===== config.mk =====
export PLATFORM = sky130hd
export DESIGN_NAME = smp_port
export DESIGN_NICKNAME = d
export VERILOG_FILES = /design/src/smp_pkg.sv /design/src/smp_shift_if.sv /design/src/smp_port.sv /design/src/smp_shifter.sv
export SDC_FILE = /design/constraint.sdc
export NUM_CORES = 1
export LEC_CHECK = 0
export CORE_UTILIZATION = 30
export DETAILED_ROUTE_END_ITERATION = 10
export DONT_BUFFER_PORTS = 1
export PLACE_DENSITY_LB_ADDON = 0.15
export SLEW_MARGIN = 20
export SYNTH_ARGS = -nofsm -noshare
export SYNTH_HDL_FRONTEND = slang
export SYNTH_SLANG_ARGS = --single-unit
export TNS_END_PERCENT = 50

===== constraint.sdc =====
create_clock -name i_clock -period 2.6 [get_ports i_clock]
set_input_delay 0.13 -clock i_clock [delete_from_list [all_inputs] [get_ports i_clock]]
set_output_delay 0.13 -clock i_clock [all_outputs]
set_load 0.05 [all_outputs]

===== src/smp_pkg.sv =====
package smp_pkg;

  localparam int ADDR_W = 12;

  // register byte addresses
  localparam logic [11:0] CTRL_OFS = 12'h000;
  localparam logic [11:0] DATA_OFS = 12'h004;
  localparam logic [11:0] FLAG_OFS = 12'h008;

  // serial_port_control fields
  localparam int SELECT_IGNORE   = 7;
  localparam int PORT_ENABLE     = 6;
  localparam int BIT_ORDER       = 5;
  localparam int MASTER_SELECT   = 4;
  localparam int CLOCK_POLARITY  = 3;
  localparam int CLOCK_PHASE     = 2;
  localparam int RATE_SELECT_HI  = 1;
  localparam int RATE_SELECT_LO  = 0;

  // serial_port_flags fields
  localparam int TRANSFER_DONE   = 7;
  localparam int WRITE_COLLISION = 6;

  localparam logic [7:0] CTRL_RST = 8'h00;
  localparam logic [7:0] DATA_RST = 8'h00;

  // port bit positions 7..4 mapped to pad index 3..0
  localparam int PAD_CLK  = 3;
  localparam int PAD_MISO = 2;
  localparam int PAD_MOSI = 1;
  localparam int PAD_SEL  = 0;

  localparam logic [4:0] EDGES_PER_BYTE = 5'h10;

  // half periods of the serial clock, in system clocks
  localparam logic [6:0] HALF_DIV4   = 7'h02;
  localparam logic [6:0] HALF_DIV16  = 7'h08;
  localparam logic [6:0] HALF_DIV64  = 7'h20;
  localparam logic [6:0] HALF_DIV128 = 7'h40;

  typedef enum logic [1:0] {
    SMP_IDLE = 2'b00,
    SMP_RUN  = 2'b01,
    SMP_DONE = 2'b11
  } smp_state_t;

endpackage


===== src/smp_shift_if.sv =====
`timescale 1ns/1ps
interface smp_shift_if;
  logic       load;
  logic [7:0] load_data;
  logic       lsb_first;
  logic       sample;
  logic       drive;
  logic       in_bit;
  logic       out_bit;
  logic [7:0] rx_byte;
  modport ctrl (output load, load_data, lsb_first, sample, drive,
                in_bit, input out_bit, rx_byte);
  modport shifter (input load, load_data, lsb_first, sample, drive,
                   in_bit, output out_bit, rx_byte);
endinterface


===== src/smp_port.sv =====
`timescale 1ns/1ps
// How it works
// - port disabled: the four pins stay general-purpose, no serial work
// - clock on bit 7, slave out 6, master out 5, select 4
// - master drives serial clock; slave takes it from remote master
// - master out on MOSI, slave out on MISO, both at once
// - select ignored: role follows master_select alone
// - bit_order 0 sends msb first, 1 sends lsb first
// - master_select 1 is master, 0 slave; slave after reset
// - clock_polarity 0 idles clock low, 1 idles it high
// - phase 0: drive at select, change trailing, sample leading
// - phase 1: drive on leading edge, sample on trailing edge
// - rate codes 00..11 divide clock by 4, 16, 64, 128
// - byte end sets done flag; irq needs both enables
// - master with select honoured: select low sets done flag
// - same case: hardware clears master_select, becomes a slave
// - done flag clears only by writing 1 to it
// - data write during a transfer sets collision flag
// - collision flag clears only by writing 1 to it
// - data register: write gives byte to send, read gives received
// - enabled master: data write starts clock and one byte
module smp_port (
  input  wire logic        i_clock,
  input  wire logic        i_rst,
  input  wire logic        i_clk_en,
  input  wire logic        i_psel,
  input  wire logic        i_penable,
  input  wire logic        i_pwrite,
  input  wire logic [11:0] i_paddr,
  input  wire logic [31:0] i_pwdata,
  output logic      [31:0] o_prdata,
  output logic             o_pready,
  output logic             o_pslverr,
  input  wire logic        i_port_interrupt_enable,
  input  wire logic        i_global_interrupt_enable,
  output logic             o_irq,
  input  wire logic [3:0]  i_pad_in,
  input  wire logic [3:0]  i_port_out,
  input  wire logic [3:0]  i_port_oe,
  output logic      [3:0]  o_pad_out,
  output logic      [3:0]  o_pad_oe
);

  typedef struct packed {
    logic [3:0]         sync1;
    logic [3:0]         sync2;
    logic               sck_prev;
    logic [7:0]         ctrl;
    logic [7:0]         rx_buf;
    logic               f_done;
    logic               f_write_collision_flag;
    smp_pkg::smp_state_t fsm;
    logic [6:0]         half_cnt;
    logic [4:0]         edges;
    logic               sck_q;
    logic [1:0]         samp_dly;
    logic [31:0]        prdata;
  } smp_st_t;

  smp_st_t st;
  smp_st_t next_st;

  smp_shift_if sh ();

  smp_shifter u_shifter (
    .i_clock (i_clock),
    .i_rst   (i_rst),
    .sh      (sh)
  );

  function automatic logic [6:0] half_period(input logic [1:0] rate);
    case (rate)
      2'b00:   half_period = smp_pkg::HALF_DIV4;
      2'b01:   half_period = smp_pkg::HALF_DIV16;
      2'b10:   half_period = smp_pkg::HALF_DIV64;
      default: half_period = smp_pkg::HALF_DIV128;
    endcase
  endfunction

  function automatic logic is_mapped(input logic [11:0] a);
    is_mapped = (a == smp_pkg::CTRL_OFS) || (a == smp_pkg::DATA_OFS)
             || (a == smp_pkg::FLAG_OFS);
  endfunction

  // control fields
  logic       en;
  logic       master_select;
  logic       select_ignore;
  logic       clock_polarity;
  logic       clock_phase;
  logic [1:0] rate;
  logic       sel_low;
  logic       selected;
  logic       fault;
  assign en   = st.ctrl[smp_pkg::PORT_ENABLE];
  assign master_select = st.ctrl[smp_pkg::MASTER_SELECT];
  assign select_ignore = st.ctrl[smp_pkg::SELECT_IGNORE];
  assign clock_polarity = st.ctrl[smp_pkg::CLOCK_POLARITY];
  assign clock_phase = st.ctrl[smp_pkg::CLOCK_PHASE];
  assign rate = {st.ctrl[smp_pkg::RATE_SELECT_HI],
                 st.ctrl[smp_pkg::RATE_SELECT_LO]};
  assign sel_low  = !st.sync2[smp_pkg::PAD_SEL];
  assign selected = select_ignore || sel_low;
  assign fault    = en && master_select && !select_ignore && sel_low;

  // bus strobes; a frozen clock stalls the access
  logic acc;
  logic wr;
  logic wr_ctrl;
  logic wr_data;
  logic wr_flag;
  assign acc     = i_psel && i_penable && i_clk_en;
  assign wr      = acc && i_pwrite && is_mapped(i_paddr);
  assign wr_ctrl = wr && (i_paddr == smp_pkg::CTRL_OFS);
  assign wr_data = wr && (i_paddr == smp_pkg::DATA_OFS);
  assign wr_flag = wr && (i_paddr == smp_pkg::FLAG_OFS);

  logic load_p;
  logic sample_p;
  logic drive_p;
  logic ev;
  logic lead;
  logic set_done;
  logic samp_now;
  logic [4:0] edges_inc;

  assign edges_inc = st.edges + 5'h01;

  always_comb begin
    next_st  = st;
    load_p   = 1'b0;
    sample_p = 1'b0;
    drive_p  = 1'b0;
    ev       = 1'b0;
    lead     = 1'b0;
    set_done = 1'b0;
    samp_now = 1'b0;
    if (i_clk_en) begin
      // pins from outside pass two flops first
      next_st.sync1    = i_pad_in;
      next_st.sync2    = st.sync1;
      next_st.sck_prev = st.sync2[smp_pkg::PAD_CLK];

      if (i_psel && !i_penable) begin
        case (i_paddr)
          smp_pkg::CTRL_OFS: next_st.prdata = {24'h00_0000, st.ctrl};
          smp_pkg::DATA_OFS: next_st.prdata = {24'h00_0000, st.rx_buf};
          smp_pkg::FLAG_OFS: next_st.prdata = {24'h00_0000, st.f_done,
                                               st.f_write_collision_flag, 6'h00};
          default:           next_st.prdata = 32'h0000_0000;
        endcase
      end

      if (wr_ctrl) begin
        next_st.ctrl = i_pwdata[7:0];
      end

      // data write: load when idle, else the byte is dropped
      if (wr_data) begin
        if (st.fsm != smp_pkg::SMP_IDLE) begin
          next_st.f_write_collision_flag = 1'b1;
        end else begin
          load_p = 1'b1;
          if (en && master_select && !fault) begin
            next_st.fsm      = smp_pkg::SMP_RUN;
            next_st.half_cnt = half_period(rate);
            next_st.edges    = 5'h00;
          end
        end
      end

      if (!en) begin
        next_st.fsm   = smp_pkg::SMP_IDLE;
        next_st.edges = 5'h00;
      end else if (fault) begin
        // a peer took the bus: fall back to a selected slave
        next_st.ctrl[smp_pkg::MASTER_SELECT] = 1'b0;
        set_done      = 1'b1;
        next_st.fsm   = smp_pkg::SMP_IDLE;
        next_st.edges = 5'h00;
        load_p        = 1'b0;
      // last master sample may still be on its way in
      end else if (st.fsm == smp_pkg::SMP_DONE
                   && st.samp_dly == 2'b00) begin
        set_done       = 1'b1;
        next_st.rx_buf = sh.rx_byte;
        next_st.fsm    = smp_pkg::SMP_IDLE;
        next_st.edges  = 5'h00;
      end else if (master_select) begin
        if (st.fsm == smp_pkg::SMP_RUN) begin
          if (st.half_cnt == 7'h01) begin
            ev = 1'b1;
            next_st.half_cnt = half_period(rate);
            next_st.sck_q    = !st.sck_q;
          end else begin
            next_st.half_cnt = st.half_cnt - 7'h01;
          end
        end else begin
          next_st.sck_q = clock_polarity;
        end
      end else if (!selected) begin
        // deselected slave restarts its bit count
        next_st.fsm   = smp_pkg::SMP_IDLE;
        next_st.edges = 5'h00;
      end else begin
        ev = st.sync2[smp_pkg::PAD_CLK] != st.sck_prev;
      end

      if (ev) begin
        lead          = !st.edges[0];
        next_st.edges = edges_inc;
        if (!master_select) begin
          next_st.fsm = smp_pkg::SMP_RUN;
        end
        if (edges_inc == smp_pkg::EDGES_PER_BYTE) begin
          next_st.fsm = smp_pkg::SMP_DONE;
        end
        if (clock_phase) begin
          samp_now = !lead;
          drive_p  = lead;
        end else begin
          // first bit is already out since the load
          samp_now = lead;
          drive_p  = !lead && (edges_inc != smp_pkg::EDGES_PER_BYTE);
        end
      end
      // master reads MISO two cycles late, once it has crossed the
      // synchroniser; otherwise divide-by-4 would take a stale bit
      next_st.samp_dly = {st.samp_dly[0], samp_now && master_select};
      sample_p         = master_select ? st.samp_dly[1] : samp_now;

      // set wins over a clear in the same cycle
      if (wr_flag && i_pwdata[smp_pkg::TRANSFER_DONE]) begin
        next_st.f_done = 1'b0;
      end
      if (wr_flag && i_pwdata[smp_pkg::WRITE_COLLISION]) begin
        next_st.f_write_collision_flag = 1'b0;
      end
      if (set_done) begin
        next_st.f_done = 1'b1;
      end
      if (wr_data && st.fsm != smp_pkg::SMP_IDLE) begin
        next_st.f_write_collision_flag = 1'b1;
      end
    end
  end

  always_ff @(posedge i_clock or posedge i_rst) begin
    if (i_rst) begin
      st        <= '0;
      st.ctrl   <= smp_pkg::CTRL_RST;
      st.rx_buf <= smp_pkg::DATA_RST;
      st.fsm    <= smp_pkg::SMP_IDLE;
    end else begin
      st <= next_st;
    end
  end

  assign sh.load      = load_p;
  assign sh.load_data = i_pwdata[7:0];
  assign sh.lsb_first = st.ctrl[smp_pkg::BIT_ORDER];
  assign sh.sample    = sample_p;
  assign sh.drive     = drive_p;
  // master listens on MISO, slave on MOSI
  assign sh.in_bit    = master_select ? st.sync2[smp_pkg::PAD_MISO]
                             : st.sync2[smp_pkg::PAD_MOSI];

  // pins
  always_comb begin
    o_pad_out = i_port_out;
    o_pad_oe  = i_port_oe;
    if (en) begin
      o_pad_out[smp_pkg::PAD_CLK]  = st.sck_q;
      o_pad_oe[smp_pkg::PAD_CLK]   = master_select;
      o_pad_out[smp_pkg::PAD_MOSI] = sh.out_bit;
      o_pad_oe[smp_pkg::PAD_MOSI]  = master_select;
      o_pad_out[smp_pkg::PAD_MISO] = sh.out_bit;
      o_pad_oe[smp_pkg::PAD_MISO]  = !master_select && selected;
      if (!select_ignore) begin
        // select is an input while honoured
        o_pad_out[smp_pkg::PAD_SEL] = 1'b0;
        o_pad_oe[smp_pkg::PAD_SEL]  = 1'b0;
      end
    end
  end

  assign o_irq = st.f_done && i_port_interrupt_enable
              && i_global_interrupt_enable;

  assign o_prdata  = st.prdata;
  assign o_pready  = acc;
  assign o_pslverr = acc && !is_mapped(i_paddr);
endmodule


===== src/smp_shifter.sv =====
`timescale 1ns/1ps
module smp_shifter (
  input  wire logic     i_clock,
  input  wire logic     i_rst,
  smp_shift_if.shifter  sh
);

  typedef struct packed {
    logic [7:0] sr;
    logic       out_q;
  } smp_shift_st_t;

  smp_shift_st_t st;
  smp_shift_st_t next_st;

  function automatic logic pick(input logic [7:0] b, input logic lsb);
    pick = lsb ? b[0] : b[7];
  endfunction

  // sample shifts at once; the line bit is held apart so it
  // only moves on a load or a drive pulse
  always_comb begin
    next_st = st;
    if (sh.load) begin
      next_st.sr    = sh.load_data;
      next_st.out_q = pick(sh.load_data, sh.lsb_first);
    end else begin
      if (sh.sample) begin
        if (sh.lsb_first) begin
          next_st.sr = {sh.in_bit, st.sr[7:1]};
        end else begin
          next_st.sr = {st.sr[6:0], sh.in_bit};
        end
      end
      if (sh.drive) begin
        // a late master sample may land in this very cycle
        next_st.out_q = pick(next_st.sr, sh.lsb_first);
      end
    end
  end

  always_ff @(posedge i_clock or posedge i_rst) begin
    if (i_rst) begin
      st <= '0;
    end else begin
      st <= next_st;
    end
  end

  assign sh.out_bit = st.out_q;
  assign sh.rx_byte = st.sr;
endmodule


==> flow_summary.ini, run 1 <==
[critical_path]
end_kind = flop
worstPathRequired_ns = 2.81
reg2reg_setup_slack_ns = 0.42
crit_path_start = st[45]
crit_arrival_ns = 2.39
reg2reg_depth = 5
cp_max_fo = 10
r2r-end = u_shifter.sh.out_bit
timing.rr.start = st[45]
cp-start-kind = flop
crit_path_end = u_shifter.sh.out_bit
critPathKind = flop to flop

[synthesis]
synth_edf_count = 0
ys_seq_area_share_pct = 40.52
ys.flop_type = dfrtp_1
async_reset_ff_share_pct = 100.0
avgSynthCellArea_sq_um = 9.811
synthCells = 384
ys_warn_count = 0
post_synth_instance_area_sq_um = 3767
yosys.area.top_type = dfrtp_1
yosysTopAreaCellShare_pct = 40.52
synth.top_cells.by_area = dfrtp_1 (41%), mux2_2 (9.9%), buf_4 (7.0%)
synth-seq-cells = 61
yosysUniqueCellTypes = 61

[detailed_routing]
dr.pass1.iters = 4
drt-vias-per-instance = 4.998
drc = 0
postRouteWirelength_mm = 9.220
ant_nets = 0
dr_total_vias = 2839
avgRoutedWirePerCell_microns = 16.23
drt-initial-drc-count = 128

[hold_path]
worstHoldPathCells = 3
holdCritPathClass = input pin to flop
min_from = i_pwdata[7]

[clocking]
root_buffer = clkbuf_16
clock_latency_ns = 0.33
h-tree-depth = 3
cts_tree = built
cts_buffers = 9
cts.sinks = 61
clk_path_buf_depth = 2
path_clk_slew_ns = 0.06

[grt]
grt_max_degree = 37
grt.total_usage_pct = 15.19
grt_pass1_vias = 2681
use_met3_pct = 3.864
grt.busiest_layer = met2
globalRouteMet2Util_pct = 22.95
grt_overflow = 0
antenna_found_initial = 0
grt_first_pass_wirelength_mm = 14.72
use_met1_pct = 21.08

[layout]
multiInputGateArea_sq_um = 1949
regArea_sq_um = 1526
layout-drive-gt1-share_pct = 18.50
finalNetCount = 463
area_delta_synth_final_pct = 14.98
layout.cells.non_filler = 568
antenna_cells = 0
stdcell_area_sq_um = 4332
fillers = 1232

[sta]
hold_viol = 0
tns_ns = 0
worst_pin_slew_ns = 0.9438
fin_crit_sh_pct = 83.78
fin_skew_ns = 0.008053
setup_violations = 0
min_period_ns = 2.178
fmax_ghz = 0.4591
finalMaxSlewViolations = 0
rsz0062_at_grt = no
slew_headroom_pct = 36.65

[place]
gp_congestion = 0.7590
hpwl_mm = 6.577
placed_area_sq_um = 3837
io_buffers = 0
dp.cells = 537

[power_and_ir_drop]
vdd_ir_drop_max_v = 0.0003741
p_leak_nw = 1.916
p_per_area_nw_per_um2 = 589.8

[floorplanning]
rows = 40
initial_core_util_pct = 31.11
fp.dieArea_sq_um = 13010
num_io_pins = 107
core_sq_um = 12110
fp.dieH_microns = 114.1
fp.dieW_microns = 114.1

[run]
maxCapViolations = 0

[status]
outcome = finished clean
[registers in the layout, summed over array words and instances (netlist names)]
register	count
st	36
master_select	1
u_shifter.sh.out_bit	1
u_shifter.sh.rx_byte	8
sh.lsb_first	1
en	1
select_ignore	1
clock_phase	1
rate	2
o_prdata	8
clock_polarity	1
[cell type report]
| cell class | instances | area share (%) |
|---|---|---|
| tap | 168 | 4.853 |
| clock buffer | 12 | 6.153 |
| clock inverter | 3 | 1.560 |
| inverter | 15 | 1.300 |
| sequential | 61 | 35.24 |
| timing repair buffer | 27 | 5.893 |
| multi-input combinational | 282 | 45.00 |
[critical path, stage by stage (launching register included)]
cell,delay [ns]
dfrtp_1,0.41
nor4_2,0.53
nand4_2,0.35
nand2_1,0.38
a31oi_1,0.14
o31a_1,0.25
[synth_stat cells, types with 2 or more instances]
cell type and n:
o211ai_1 2, nor2_1 16, o21ai_0 19, ha_1 3, clkbuf_1 8, nand3b_1 2, buf_4 35, a21oi_1 25
mux2_2 33, nand2b_1 9, nand2_1 31, a31oi_1 9, nor4_2 2, nor2b_1 5, o31a_1 2, a41oi_1 4
and3_1 6, and2_1 3, o22ai_1 2, inv_1 15, mux2i_1 11, nor4_4 2, buf_2 4, a22o_1 3
o21ai_1 2, nand3_1 9, or3_1 4, a21o_1 2, and4_1 2, dfrtp_1 61, nor3_1 12, o31ai_1 11
xnor2_1 2
[layout by cell type, fill, tap and decap left out, types with 3 or more instances in the layout]
cell type       n
mux2i_1        11
nor2b_1         5
nand2_1        31
clkbuf_8        3
or3_1           4
and2_1          3
a21oi_1        25
a22o_1          3
nand2b_1        9
ha_1            3
mux2_2         33
o21ai_1         6
dlygate4sd3_1  16
a31oi_1         9
and3_1          6
clkbuf_16       9
dfrtp_1        61
buf_4          10
conb_1         24
o21ai_0        15
a41oi_1         4
o31ai_1        11
nor2_1         16
nand3_1         9
inv_1          14
nor3_1         12
[through the flow]
stage / setup slack (ns) / utilization, % / hold WS (ns) / power (mW)
6_report: 0.4218 / 35.76 / 0.01389 / 2.555
4_1_cts: 0.4085 / 35.76 / 0.003527 / 2.596
5_1_grt: 0.1936 / 35.76 / 0.01414 / 2.649
3_3_place_gp: 0.4423 / 31.68 / 0.1274 / 1.216
3_5_place_dp: 0.4354 / 31.68 / 0.1291 / 1.217
2_1_floorplan: 0.6412 / - / 0.2453 / 1.226
[power breakdown]
part	switching (mW)	total [mW]	internal, mW
combinational	0.173	0.236	0.0626
sequential	0.0176	0.989	0.971
clock	0.419	1.33	0.911
[cells by family (layout without fill, tap and decap cells)]
| logic type | Yosys count | in the layout | synth area share [%] |
|---|---|---|---|
| AND/OR/NAND/NOR | 115 | 115 | 17.90 |
| AO/OA/AOI/OAI | 92 | 92 | 16.37 |
| buffers and inverters | 64 | 57 | 10.03 |
| flip-flops | 61 | 61 | 40.52 |
| multiplexers | 45 | 45 | 13.38 |
| adder cells (fa/ha/maj) | 3 | 3 | 0.9965 |
| XOR/XNOR | 3 | 3 | 0.6976 |
| other | 1 | 24 | 0.09954 |
[layer usage]
layer	part of all wire [%]	up-vias	routed length, microns
met4	0.76	0	70
met1	49	1375	4538
li1	-	1356	-
met5	0	-	0
met3	4.8	7	444
met2	45	101	4166
[timing repair]
| item | 4_1_cts | 5_1_grt |
|---|---|---|
| endpoints found under the hold margin | 60 | 0 |
| setup endpoints to repair | 0 | 0 |
| resized for setup | 0 | 0 |
| hold buffers | 16 | 0 |
| setup buffers | 0 | 0 |
[worst min path at each step]
| stage | slack, ns | endpoint |
|---|---|---|
| 6_report | 0.01 | st[50] |
| 5_1_grt | 0.01 | st[38] |
| 4_1_cts | 0.004 | st[37] |
| 3_5_place_dp | 0.13 | st[73] |
| 3_3_place_gp | 0.13 | st[69] |
| 2_1_floorplan | 0.25 | u_shifter.sh.rx_byte[1] |
No activity file was read; power rests on OpenSTA's default activity.
==> run 2: changes to the inputs <==
==> constraint.sdc (replaced) <==
create_clock -name i_clock -period 2.1 [get_ports i_clock]
set_input_delay 0.105 -clock i_clock [delete_from_list [all_inputs] [get_ports i_clock]]
set_output_delay 0.105 -clock i_clock [all_outputs]
set_load 0.05 [all_outputs]
==> run 2 against run 1 <==
  * Core utilization rose by 1.7 points
  * Fmax rose by 7.7%
  * Sequential power is 23% higher
  * Cell count rose by 5.1%
  * Worst setup slack worse by 0.35 ns
  * Hold slack better by 0.0042 ns
  * Routed wire length is 2.2% higher
  * Die area unchanged
  * Clock-buffer cell count fell by 3
  * Combinational power increased by 34%
  * Total power rose by 20%
  * Largest cell class unchanged
==> flow_summary.ini, run 2 (synthesized netlist as in run 1, its figures left out) <==
[layout]
registers.top_by_ff_count = st
utilization_pct = 37.45
layout_common_cells = dfrtp_1 (61), mux2_2 (33), buf_4 (33), nand2_1 (30), a21oi_1 (25)
regArea_sq_um = 1526
layout_commonest_cell = dfrtp_1
layout-drive-gt1-share_pct = 23.31
layout.cells.non_filler = 597
multiInputGateArea_sq_um = 1957
antenna_cells = 0
area_delta_synth_final_pct = 20.39
finalNetCount = 491
largest_register_ffs = 36
fillers = 1244

[status]
outcome = finished clean

[sta]
hold_viol = 0
min_period_ns = 2.023
rsz0062_at_grt = no
finalMaxSlewViolations = 0
fin_skew_ns = 0.004206
timing.hold.ws_ns = 0.01812
fmax_ghz = 0.4942
worst_pin_slew_ns = 0.7539
setup_violations = 0
tns_ns = 0
slew_headroom_pct = 49.57
fin_crit_sh_pct = 96.35

[place]
gp_congestion = 0.7647
io_buffers = 0
hpwl_mm = 6.732
dp.cells = 558

[floorplanning]
fp.dieW_microns = 114.1
initial_core_util_pct = 31.11
fp.dieArea_sq_um = 13010
num_io_pins = 107
fp.dieH_microns = 114.1
rows = 40
core_sq_um = 12110

[critical_path]
worstPathRequired_ns = 2.31
reg2reg_setup_slack_ns = 0.08
crit_chain = and3_1 > a31oi_1 > mux4_2 > and4_1 > o31a_1
end_kind = flop
cp_max_fo = 7
crit_arrival_ns = 2.23
max_stage_delay_ns = 0.53
r2r-end = u_shifter.sh.out_bit
timing.rr.start = master_select
critPathKind = flop to flop
crit_path_top_delay_cell = mux4_2
reg2reg_depth = 5
cp-start-kind = flop

[grt]
grt_max_degree = 34
antenna_found_initial = 0
grt_pass1_vias = 2876
grt_overflow = 0
grt.total_usage_pct = 15.39
grt_first_pass_wirelength_mm = 15.19

[power_and_ir_drop]
p_leak_nw = 2.047
power.share.combinational_pct = 10.3
switching_share_pct = 27.16
p_sw_uw = 833.0
p_per_area_nw_per_um2 = 676.3
intPower_mw = 2.234
vdd_ir_drop_max_v = 0.0004292
clockPowerShare_pct = 49.8
power.share.sequential_pct = 39.9

[clocking]
h-tree-depth = 3
root_buffer = clkbuf_16
cts.sinks = 61
clk_path_buf_depth = 2
cts_buffers = 9
path_clk_slew_ns = 0.06
cts_tree = built
clock_latency_ns = 0.32

[hold_path]
holdCritPathClass = input pin to flop
worstHoldPathCells = 2
min_from = i_clk_en
whs_endpoint = st[32]

[detailed_routing]
avgRoutedWirePerCell_microns = 15.78
ant_nets = 0
drt-vias-per-instance = 5.037
drt-initial-drc-count = 161
drc = 0
dr.pass1.iters = 4
postRouteWirelength_mm = 9.420
dr_total_vias = 3007

[run]
maxCapViolations = 0
==> run 2: metal layers <==
metal	global-route usage [%]	vias up	share of wire, %
met2	24.28	101	46
met3	3.229	2	4.9
met1	20.99	1481	48
li1	-	1423	-
met4	5.108	0	0.58
met5	0	-	0
==> run 2: worst max path at each step <==
stage / startpoint / end / slack [ns] / cells past startpoint
6_report: master_select / u_shifter.sh.out_bit / 0.08 / 5
5_1_grt: master_select / st[42] / 0.005 / 5
4_1_cts: master_select / st[37] / 0.0006 / 7
3_5_place_dp: master_select / st[37] / 0.04 / 7
3_3_place_gp: master_select / st[37] / 0.07 / 7
2_1_floorplan: master_select / u_shifter.sh.out_bit / 0.14 / 6
==> run 2: power by group through the flow <==
stage	registers, mW	logic [mW]	clock network, mW
floorplan	1.24	0.280	0
global placement	1.24	0.274	0
detailed placement	1.24	0.276	0
CTS	1.22	0.320	1.58
global route	1.23	0.343	1.62
finish	1.22	0.316	1.53
==> run 2: what timing repair did <==
item	4_1_cts	5_1_grt
resized for setup	0	2
hold endpoints to repair	67	0
setup buffers	0	2
setup endpoints to repair	0	18
hold buffers	21	0
==> run 2: per-stage QoR <==
stage	power (mW)	setup WS [ns]	cell area, sq um
6_report	3.067	0.07670	4536
5_1_grt	3.187	0.005264	4536
2_1_floorplan	1.517	0.1412	3854
3_3_place_gp	1.519	0.06884	3995
3_5_place_dp	1.521	0.04421	3995
4_1_cts	3.121	0.0005635	4513
==> run 2: area by class of cell <==
| type | instances | area share, % |
|---|---|---|
| flip-flops and latches | 61 | 33.66 |
| repair buffers | 55 | 10.54 |
| inverters | 15 | 1.241 |
| multi-input cells | 282 | 43.14 |
| clock buffers | 9 | 4.966 |
| well taps | 168 | 4.634 |
| clock inverters | 7 | 1.821 |
==> run 2: worst max-delay path, delay by kind of cell (launching register included) <==
kind,cells,cell delay (ns)
multiplexers,1,0.53
AND/OR/NAND/NOR,2,0.44
AO/OA/AOI/OAI,2,0.47
flip-flops,1,0.46
